--- config.mk ---
export PLATFORM = sky130hd
export DESIGN_NAME = gots_trim_regs
export DESIGN_NICKNAME = d
export VERILOG_FILES = /design/src/gots_trim_regs_note_end.v /design/src/gots_tc_axis.v /design/src/gots_trim_regs.v
export VERILOG_INCLUDE_DIRS = /design/src
export SDC_FILE = /design/constraint.sdc
export NUM_CORES = 2
export LEC_CHECK = 0
export ABC_AREA = 1
export BUFFER_PORTS_ARGS = -buffer_cell sky130_fd_sc_hd__buf_4
export CORE_MARGIN = 3
export CORE_UTILIZATION = 49
export DETAILED_ROUTE_END_ITERATION = 12
export PLACE_DENSITY = 0.67
export SLEW_MARGIN = 20
export SYNTH_ARGS = -nofsm -noshare
export SYNTH_HDL_FRONTEND = slang
export SYNTH_SLANG_ARGS = --single-unit
--- constraint.sdc ---
create_clock -name mclk -period 22.3 [get_ports mclk]
set_input_delay 1.115 -clock mclk [delete_from_list [all_inputs] [get_ports mclk]]
set_output_delay 1.115 -clock mclk [all_outputs]
set_load 0.05 [all_outputs]
--- src/gots_consts.vh ---
`ifndef GOTS_CONSTS_VH
`define GOTS_CONSTS_VH

// register offsets
`define GOTS_OFS_X_TC_HIGH    8'h04
`define GOTS_OFS_X_TC_LOW     8'h05
`define GOTS_OFS_Y_TC_HIGH    8'h07
`define GOTS_OFS_Y_TC_LOW     8'h08
`define GOTS_OFS_Z_TC_HIGH    8'h0a
`define GOTS_OFS_Z_TC_LOW     8'h0b
`define GOTS_OFS_ACCEL_X_ST   8'h0d
`define GOTS_OFS_ACCEL_Y_ST   8'h0e
`define GOTS_OFS_ACCEL_Z_ST   8'h0f

// storage slots, also the trim storage index
`define GOTS_IDX_X_HIGH       4'h0
`define GOTS_IDX_X_LOW        4'h1
`define GOTS_IDX_Y_HIGH       4'h2
`define GOTS_IDX_Y_LOW        4'h3
`define GOTS_IDX_Z_HIGH       4'h4
`define GOTS_IDX_Z_LOW        4'h5
`define GOTS_IDX_ACCEL_X      4'h6
`define GOTS_IDX_ACCEL_Y      4'h7
`define GOTS_IDX_ACCEL_Z      4'h8
`define GOTS_IDX_LAST         4'h8

// field positions in the high register
`define GOTS_LP_SHIFT_MSB     7
`define GOTS_LP_SHIFT_LSB     2
`define GOTS_TC_UPPER_MSB     1
`define GOTS_TC_UPPER_LSB     0

// reset values
`define GOTS_RST_BYTE         8'h00
`define GOTS_RST_OFFSET       32'h0000_0000

// correction step, 2.52 mdps per degree C, in units of 0.01 mdps
`define GOTS_TC_STEP_CENTI    10'h0fc

`endif

--- src/gots_trim_regs_note_end.v ---
`default_nettype none
`default_nettype wire

--- src/gots_tc_axis.v ---
`default_nettype none
`include "gots_consts.vh"

module gots_tc_axis (
   input  wire               mclk,
   input  wire               rst_n,
   input  wire        [9:0]  tc_coeff,
   input  wire        [7:0]  temp_delta,
   input  wire        [31:0] offset_in,
   output reg         [31:0] offset_out_r
);

   wire signed [17:0] coeff_x_temp;
   wire signed [27:0] correction;
   wire        [31:0] offset_nxt;

   // coefficient times temperature delta times step size
   assign coeff_x_temp = $signed(tc_coeff) * $signed(temp_delta);                 // [RULE6]
   assign correction   = coeff_x_temp * $signed(`GOTS_TC_STEP_CENTI);             // [RULE6]
   // zero coefficient gives zero correction, offset passes unaltered
   assign offset_nxt   = offset_in + {{4{correction[27]}}, correction};           // [RULE5]

   always @(posedge mclk) begin
      if (!rst_n) begin
         offset_out_r <= `GOTS_RST_OFFSET;
      end else begin
         offset_out_r <= offset_nxt;                                              // [RULE3]
      end
   end

endmodule // gots_tc_axis
`default_nettype wire

--- src/gots_trim_regs.v ---
// Overview of operation
// [RULE1] high register bits 7:2 hold low-power shift
// [RULE2] ten-bit coefficient: high bits 1:0, low byte
// [RULE3] compensation always applied, no enable
// [RULE4] reload trimmed coefficients on reset or command
// [RULE5] zero coefficient leaves offset unaltered
// [RULE6] step is 2.52 mdps per degree C
// [RULE7] host writes hold until next reset; a full_reset_req reload also overwrites them with trim
// [RULE8] same behaviour for x, y, z pairs
// [RULE9] three accel self-test codes at 0x0d-0x0f
// [RULE10] host converts code to expected response
// [RULE11] self-test codes also reloaded from trim
`default_nettype none
`include "gots_consts.vh"

module gots_trim_regs (
   input  wire               mclk,
   input  wire               rst_n,
   input  wire        [7:0]  reg_addr,
   input  wire               reg_wr,
   input  wire               reg_rd,
   input  wire        [7:0]  reg_wdata,
   output reg         [7:0]  reg_rdata_r,
   output reg                reg_rvalid_r,
   input  wire               full_reset_req,
   output reg                trim_rd_r,
   output reg         [3:0]  trim_index_r,
   input  wire        [7:0]  trim_data,
   output reg                load_busy_r,
   input  wire        [7:0]  temp_delta,
   input  wire        [31:0] gyro_x_offset_in,
   input  wire        [31:0] gyro_y_offset_in,
   input  wire        [31:0] gyro_z_offset_in,
   output wire        [31:0] gyro_x_comp_r,
   output wire        [31:0] gyro_y_comp_r,
   output wire        [31:0] gyro_z_comp_r
);

   localparam [1:0] ST_IDLE = 2'b00;
   localparam [1:0] ST_REQ  = 2'b01;
   localparam [1:0] ST_CAPT = 2'b10;

   reg  [7:0] store_r [0:8];
   reg  [1:0] state_r;
   reg  [1:0] state_nxt;
   wire [4:0] wr_map;
   wire [4:0] rd_map;
   wire       wr_ok;
   integer    i;

   // offset to slot; bit 4 marks a mapped offset
   function [4:0] slot_of;
      input [7:0] ofs;
      begin
         case (ofs)
            `GOTS_OFS_X_TC_HIGH:  slot_of = {1'b1, `GOTS_IDX_X_HIGH};             // [RULE8]
            `GOTS_OFS_X_TC_LOW:   slot_of = {1'b1, `GOTS_IDX_X_LOW};
            `GOTS_OFS_Y_TC_HIGH:  slot_of = {1'b1, `GOTS_IDX_Y_HIGH};
            `GOTS_OFS_Y_TC_LOW:   slot_of = {1'b1, `GOTS_IDX_Y_LOW};
            `GOTS_OFS_Z_TC_HIGH:  slot_of = {1'b1, `GOTS_IDX_Z_HIGH};
            `GOTS_OFS_Z_TC_LOW:   slot_of = {1'b1, `GOTS_IDX_Z_LOW};
            `GOTS_OFS_ACCEL_X_ST: slot_of = {1'b1, `GOTS_IDX_ACCEL_X};            // [RULE9]
            `GOTS_OFS_ACCEL_Y_ST: slot_of = {1'b1, `GOTS_IDX_ACCEL_Y};
            `GOTS_OFS_ACCEL_Z_ST: slot_of = {1'b1, `GOTS_IDX_ACCEL_Z};
            default:              slot_of = 5'h00;
         endcase
      end
   endfunction

   // ten-bit coefficient from a high/low pair
   function [9:0] coeff_of;
      input [7:0] high_byte;
      input [7:0] low_byte;
      begin
         coeff_of = {high_byte[`GOTS_TC_UPPER_MSB:`GOTS_TC_UPPER_LSB], low_byte}; // [RULE2]
      end
   endfunction

   assign wr_map = slot_of(reg_addr);
   assign rd_map = slot_of(reg_addr);
   // writes are dropped while trim is loading or a reload is asked for
   assign wr_ok  = reg_wr && wr_map[4] && (state_r == ST_IDLE) && !full_reset_req;

   // trim load sequencer
   always @* begin
      state_nxt = state_r;
      case (state_r)
         ST_IDLE: begin
            if (full_reset_req) begin
               state_nxt = ST_REQ;                                                // [RULE4]
            end
         end
         ST_REQ: begin
            state_nxt = ST_CAPT;
         end
         ST_CAPT: begin
            if (trim_index_r == `GOTS_IDX_LAST) begin
               state_nxt = ST_IDLE;
            end else begin
               state_nxt = ST_REQ;
            end
         end
         default: begin
            state_nxt = ST_IDLE;
         end
      endcase
   end

   always @(posedge mclk) begin
      if (!rst_n) begin
         state_r      <= ST_REQ;                                                  // [RULE4]
         trim_index_r <= 4'h0;
         // boot load starts in ST_REQ, so the request already stands
         trim_rd_r    <= 1'b1;                                                    // [RULE4]
         load_busy_r  <= 1'b1;
      end else begin
         state_r     <= state_nxt;
         trim_rd_r   <= (state_nxt == ST_REQ);
         load_busy_r <= (state_nxt != ST_IDLE);
         if (state_r == ST_IDLE) begin
            trim_index_r <= 4'h0;
         end else if (state_r == ST_CAPT && trim_index_r != `GOTS_IDX_LAST) begin
            trim_index_r <= trim_index_r + 4'h1;
         end
      end
   end

   // register storage: trim copy or host write
   always @(posedge mclk) begin
      if (!rst_n) begin
         for (i = 0; i < 9; i = i + 1) begin
            store_r[i] <= `GOTS_RST_BYTE;
         end
      end else if (state_r == ST_CAPT) begin
         store_r[trim_index_r] <= trim_data;                                      // [RULE4] [RULE11]
      end else if (wr_ok) begin
         // lp shift bits just stored for software
         store_r[wr_map[3:0]] <= reg_wdata;                                       // [RULE7] [RULE1]
      end
   end

   // read port, unmapped offsets read zero
   always @(posedge mclk) begin
      if (!rst_n) begin
         reg_rdata_r  <= `GOTS_RST_BYTE;
         reg_rvalid_r <= 1'b0;
      end else begin
         reg_rvalid_r <= reg_rd;
         if (reg_rd) begin
            reg_rdata_r <= rd_map[4] ? store_r[rd_map[3:0]] : `GOTS_RST_BYTE;    // [RULE9]
         end
      end
   end

   // per-axis compensation, always active from current contents
   gots_tc_axis u_axis_x (
      .mclk         (mclk),
      .rst_n        (rst_n),
      .tc_coeff     (coeff_of(store_r[`GOTS_IDX_X_HIGH], store_r[`GOTS_IDX_X_LOW])), // [RULE3]
      .temp_delta   (temp_delta),
      .offset_in    (gyro_x_offset_in),
      .offset_out_r (gyro_x_comp_r)
   );

   gots_tc_axis u_axis_y (
      .mclk         (mclk),
      .rst_n        (rst_n),
      .tc_coeff     (coeff_of(store_r[`GOTS_IDX_Y_HIGH], store_r[`GOTS_IDX_Y_LOW])), // [RULE8]
      .temp_delta   (temp_delta),
      .offset_in    (gyro_y_offset_in),
      .offset_out_r (gyro_y_comp_r)
   );

   gots_tc_axis u_axis_z (
      .mclk         (mclk),
      .rst_n        (rst_n),
      .tc_coeff     (coeff_of(store_r[`GOTS_IDX_Z_HIGH], store_r[`GOTS_IDX_Z_LOW])), // [RULE8]
      .temp_delta   (temp_delta),
      .offset_in    (gyro_z_offset_in),
      .offset_out_r (gyro_z_comp_r)
   );

endmodule // gots_trim_regs
`default_nettype wire

Yosys cells after proc, flatten, opt, wreduce, memory -nomap -nowiden
Memory sizes are Yosys's and may differ from the RTL's.
Cells that the tools add are included.
{"block": "word_totals", "regBits": 113, "ramBits": 72, "mem_bits_ro": 160, "in_bits": 133, "out_inout_bits": 111, "elab_cells": 59, "mem_count": 3}
{"memory": "(name not given)", "words": 16, "width": 5, "read_ports": 1, "rd_clocked_by_memory_dff": 0, "wr": 0, "line": "gots_trim_regs.v:55", "text": "case (ofs)"}
{"memory": "(name not given)", "words": 16, "width": 5, "read_ports": 1, "rd_clocked_by_memory_dff": 0, "wr": 0, "line": "gots_trim_regs.v:55"}
{"memory": "store_r", "words": 9, "width": 8, "read_ports": 7, "rd_clocked_by_memory_dff": 0, "wr": 9, "line": "gots_trim_regs.v:43", "text": "reg [7:0] store_r [0:8];"}
{"block": "op_classes", "addsub": 4, "mul": 6, "eq_ne": 5, "n_mux": 20, "bitwise_logic": 1, "reduce_logical": 11}
{"op": "32-bit adder", "count": 3}
{"op": "18-bit by 7-bit multiplier with 25-bit output (second input constant)", "count": 3}
{"op": "10-bit by 8-bit multiplier with 18-bit output", "count": 3}
{"op": "8-bit two-way mux", "count": 3}
{"op": "8-bit OR reduction", "count": 2}
{"op": "1-bit two-way mux", "count": 11}
{"op": "5-bit two-way mux", "count": 2}
{"op": "4-bit two-way mux", "count": 2}
{"op": "2-bit case mux with 3 select lines", "count": 1}
{"op": "4-bit by 1-bit adder with 4-bit output (second input constant)", "count": 1}
{"op": "2-bit by 1-bit == test with 1-bit output (second input constant)", "count": 2}
{"op": "4-bit == test (second input constant)", "count": 1}
{"op": "1-bit logical AND", "count": 4}
{"op": "4-bit logical NOT", "count": 1}
{"op": "4-bit != test (second input constant)", "count": 1}
{"op": "2-bit == test (second input constant)", "count": 1}
{"op": "2-bit logical NOT", "count": 1}
{"op": "2-bit two-way mux", "count": 1}
{"op": "2-bit nonzero test", "count": 1}
{"op": "2-bit OR reduction", "count": 1}
{"op": "1-bit logical NOT", "count": 1}
{"op": "1-bit inverter", "count": 1}

Logic depth before layout (Yosys ltp)
{"block": "depth", "ltp_word": 11, "depth_mapped": 51, "depth_no_buf": 50}

Cells and area by module
Synthesis repeated with hierarchy kept, for this count alone.
{"block": "hier_totals", "hier_cells": 4270, "hier_area_um2": 33373.3}
{"mod": "gots_tc_axis (u_axis_z)", "n_inst": 1, "cells_each": 1235, "area_per_inst_um2": 9046.2, "seq_area_each_um2": 640.6}
{"mod": "gots_tc_axis (u_axis_y)", "n_inst": 1, "cells_each": 1196, "area_per_inst_um2": 8848.5, "seq_area_each_um2": 640.6}
{"mod": "gots_tc_axis (u_axis_x)", "n_inst": 1, "cells_each": 1144, "area_per_inst_um2": 8658.3, "seq_area_each_um2": 640.6}
{"mod": "gots_trim_regs", "n_inst": 1, "cells_each": 695, "area_per_inst_um2": 6820.3, "seq_area_each_um2": 4184.0}

Worst setup path after synthesis
Ideal clock, no wire load.
{"block": "synth_path", "path_kind": "input -> register", "start": "input temp_delta[7]", "end": "register u_axis_y.offset_out_r[31]", "setup_time_ns": 0.115, "arrival_ns": 9.935, "required_time_ns": 22.185, "setup_slack_ns": 12.250, "stages": 41, "n_path_buf": 1, "path_cell_list": "inv_1 > buf_1 > fa_1 > fa_1 > inv_1 > fa_1 > inv_1 > fa_1 > inv_1 > ha_1 > a21oi_1 > nand2_1 > a31oi_1 > nor2_1 > nor2_1 > xor2_1 > inv_1 > fa_1 > [... 5 more ...] > a21o_1 > a21oi_1 > o21ai_0 > nor3_1 > nand3_1 > xnor2_1 > nand3_2 > nand2_1 > inv_1 > ha_1 > a21oi_1 > o21ai_0 > a221oi_1 > nand3_1 > nand2_1 > nand3_1 > nand2_1 > nor2_1"}
{"block": "synth_between", "elab_chain_len": 3}
{"element": "from (decl)", "line": "gots_trim_regs.v:30", "text": "input wire [7:0] temp_delta,"}
{"element": "10-bit by 8-bit multiplier with 18-bit output", "line": "gots_tc_axis.v:18", "text": "assign coeff_x_temp = $signed(tc_coeff) * $signed(temp_delta);"}
{"element": "18-bit by 7-bit multiplier with 25-bit output", "line": "gots_tc_axis.v:19", "text": "assign correction = coeff_x_temp * $signed(`GOTS_TC_STEP_CENTI);"}
{"element": "32-bit adder", "line": "gots_tc_axis.v:21", "text": "assign offset_nxt = offset_in + {{4{correction[27]}}, correction};"}
{"element": "to (signal assigned)", "line": "gots_tc_axis.v:25", "text": "offset_out_r <= `GOTS_RST_OFFSET;"}
{"element": "to (signal assigned)", "line": "gots_tc_axis.v:27", "text": "offset_out_r <= offset_nxt;"}
{"element": "to (decl)", "line": "gots_tc_axis.v:10", "text": "output reg [31:0] offset_out_r"}
Every way passes these cells.
A chain may end at the register's enable or synchronous reset.

Final worst setup path
{"block": "layout_path", "start": "input temp_delta[7]", "end": "register u_axis_x.offset_out_r[27]"}
{"block": "layout_between", "elab_chain_len": 3}
{"element": "10-bit by 8-bit multiplier with 18-bit output", "line": "gots_tc_axis.v:18"}
{"element": "18-bit by 7-bit multiplier with 25-bit output", "line": "gots_tc_axis.v:19"}
{"element": "32-bit adder", "line": "gots_tc_axis.v:21"}
{"element": "to (signal assigned)", "line": "gots_tc_axis.v:25"}
{"element": "to (signal assigned)", "line": "gots_tc_axis.v:27"}
{"element": "to (decl)", "line": "gots_tc_axis.v:10"}
Every way passes these cells.

==> implementation parameters <==
Parameter                              Value

Yosys
  Commonest cells in the synthesized netlist    inv_1 (946), nand2_1 (659), fa_1 (390), ha_1 (338), nor2_1 (324)
  Combinational family with the most area after synthesis    adder cells
  Syn Area/Cell    around 8 um^2
  Area share of and/or/nand/nor cells after synthesis    between 10% and 20%
  Most used DFF post-synth    edfxtp_1
  Post-synthesis sequential element count    241
  Count leader, synth    inv_1
  Post-synthesis share of cell area spent on full adders, half adders and majority gates    36.9%
  Post-synthesis instance total    4104
  Unique masters post-synth    66
  Post-synthesis mux area share    0%
  Post-synth EDFFs    128
  Largest area contributor in the synthesized netlist    fa_1
  Post-synthesis instance area    ~0.033 mm^2
  Complex-gate fraction of the synthesized area    11.4%
  Share of flip-flops with an asynchronous set or reset after synthesis    0%
  Xor and xnor area share after synthesis    4.17%
  Proportion of synthesized chip area in sequential cells    18.7%
  Warnings from Yosys    0
  Post-synth top area share    23.9%
  Synth area leaders    fa_1 (24%), ha_1 (13%), edfxtp_1 (12%)
  Synthesized net count    about 5000

Hold path
  Worst hold path class    register to register

Clocking
  CTS H-Tree Depth    1
  Cell chosen for the clock root    clkbuf_16
  Number of gates given a new drive strength after cts    0
  Total CTS buffers    28
  CTS tree    yes
  Buffer depth of the longest clock path    3
  # clock sinks    241
  Register clock-pin slew on the reported worst setup and hold paths    0.07 ns
  Worst skew pair latency    0.61 ns
  Number of buffers added for setup after CTS    0
  Count of hold-fix buffers inserted at cts    0

Timing
  Min Clock Period, post-route    approximately 11 ns
  Skew final    ~0.035 ns
  Fmax    between 0.09 and 0.1 GHz
  Hold Worst Slack    around 0.47 ns
  Remaining max-slew budget at the tightest pin    35.1%
  Slack of the critical path    11.65 ns
  Period utilisation layout    a little under half
  Fin. Hold Viols    0
  Final max-slew violation count    0
  Finish-stage setup viols    0
  Transition time at the pin with the least slew margin    0.972 ns
  RSZ-0062 raised after global routing    no
  Setup TNS    0 ns

Setup path
  Critical path capture point type    register
  Data required time at the worst endpoint    22.77 ns
  Largest incremental delay on the critical path    about 0.6 ns
  Worst Setup Start Kind    input port
  Data arrival at the endpoint of the critical path    ~11 ns
  Top cell by count, worst path    fa_1
  Type of the setup path with the least slack    input port to register
  Slowest stage cell on the critical path    nor4_1
  Worst-path fanout max    18

GRT
  All-Layer GR Usage    21.5%
  Overflow left after global routing    0
  First-pass GRT wire length    127 mm
  Pin count of the biggest net entering global routing    between 70 and 80
  Number of global-route vias before repair    between 20000 and 30000
  Initial antenna violation count    0

Route
  Per-cell routed wire length    14.3 um
  Violation count after the first detailed-route iteration    1619
  Vias/cell    5.08
  DR vias    26300
  Antenna-violating nets left    0
  Iteration count of the initial detailed-routing pass    5
  Total wirelength of the detailed-routed design    74.2 mm
  Remaining routing DRC violations    0

Placed design
  Final HPWL from detailed placement    59.4 mm
  Post-placement worst setup slack    11.12 ns
  Port buffer count    243
  Final RePlAce weighted congestion    0.888

Finish
  Layout fillers    6239
  Layout overhead on the synthesized area    10.6%
  Share of cells above drive strength 1    8.88%
  Net total in the final layout    approximately 5200
  Area taken by multi-input logic gates    0.0225 mm^2
  Final cell utilization of the core    a little over half
  Antenna diodes    0
  Sequential cell area    a little over 0.006 mm^2

Status
  Result of the run    complete, no violations

Die
  Placement Rows    94
  Starting Density    49.6%
  Number of top-level design ports    244
  Area of the core    0.0659 mm^2
  Width of the die    264 um
  Die Span Y    264 um
  Overall die area    0.0698 mm^2

Run
  Max-capacitance violation count    0
## worst max-delay path: cells and delay by family
kind / cells / cell delay, ns
xor gates and xnor gates: 2 / 0.53
and+or+nand+nor: 9 / 1.99
AOI/OAI and AO/OA: 8 / 1.41
buffers and inverters: 9 / 1.11
adders and majority gates: 11 / 4.95
## registers in the layout, summed over array words and instances, names as in the netlist
| name | count |
|---|---|
| trim_rd_r | 1 |
| reg_rvalid_r | 1 |
| trim_index_r | 4 |
| load_busy_r | 1 |
| u_axis_y.offset_out_r | 32 |
| u_axis_x.offset_out_r | 32 |
| state_r | 2 |
| reg_rdata_r | 8 |
| u_axis_z.offset_out_r | 32 |
| store_r | 128 |
## cell usage in the layout, fill, tap and decap left out, drive strengths merged, types with 19 or more instances in the layout
cell    instances
nand3         166
a21oi         276
fa            390
nor2          332
o21bai         21
a21o           34
ha            338
a31oi          19
o21ai         230
xor2           90
xnor2          62
clkbuf         37
edfxtp        128
nand4          24
inv           970
dfxtp         113
o21a           23
buf           250
nand2         677
nor3           35
## area by class of cell
| class | instances | area share (%) |
|---|---|---|
| multi-input combinational | 2799 | 62.3 |
| tap | 864 | 2.99 |
| clock buffer | 37 | 2.06 |
| inverter | 971 | 10.1 |
| sequential | 241 | 16.9 |
| clock inverter | 14 | 0.443 |
| timing repair buffer | 250 | 5.19 |
## stage by stage
stage | std cells | cell area [um^2]
2_1_floorplan | 4104 | 32700
3_3_place_gp | 5125 | 35200
3_5_place_dp | 5125 | 35200
4_1_cts | 5176 | 36100
5_1_grt | 5176 | 36100
6_report | 5176 | 36100
## worst paths after layout
path                  start                         to  slack [ns]  cells past startpoint
max           temp_delta[7]  u_axis_x.offset_out_r[27]       11.65                     39
min          reg_rdata_r[6]             reg_rdata_r[6]        0.47                      2
max reg2reg   store_r[1][6]  u_axis_x.offset_out_r[27]       12.18                     37
min reg2reg  reg_rdata_r[6]             reg_rdata_r[6]        0.47                      2
## logic make-up (layout without fill, tap and decap cells)
logic type               count (synthesis)  count (layout)
AND/OR/NAND/NOR                       1263            1263
flip-flops                             241             241
adder cells (fa/ha/maj)                729             729
buffers and inverters                 1064            1272
AO/OA/AOI/OAI                          655             655
XOR/XNOR                               152             152
## routing by layer
metal	part of all wire (%)	vias to the layer above	global-route usage [%]
met5	0	-	0
met4	2.3	0	5.26
met3	4.7	101	2.40
met2	50	519	38.8
met1	43	12500	27.6
li1	-	13200	-
Power is left out: the tool's default activity adds up to more than one toggle a clock period on the data nets, which glitch-free logic cannot reach.
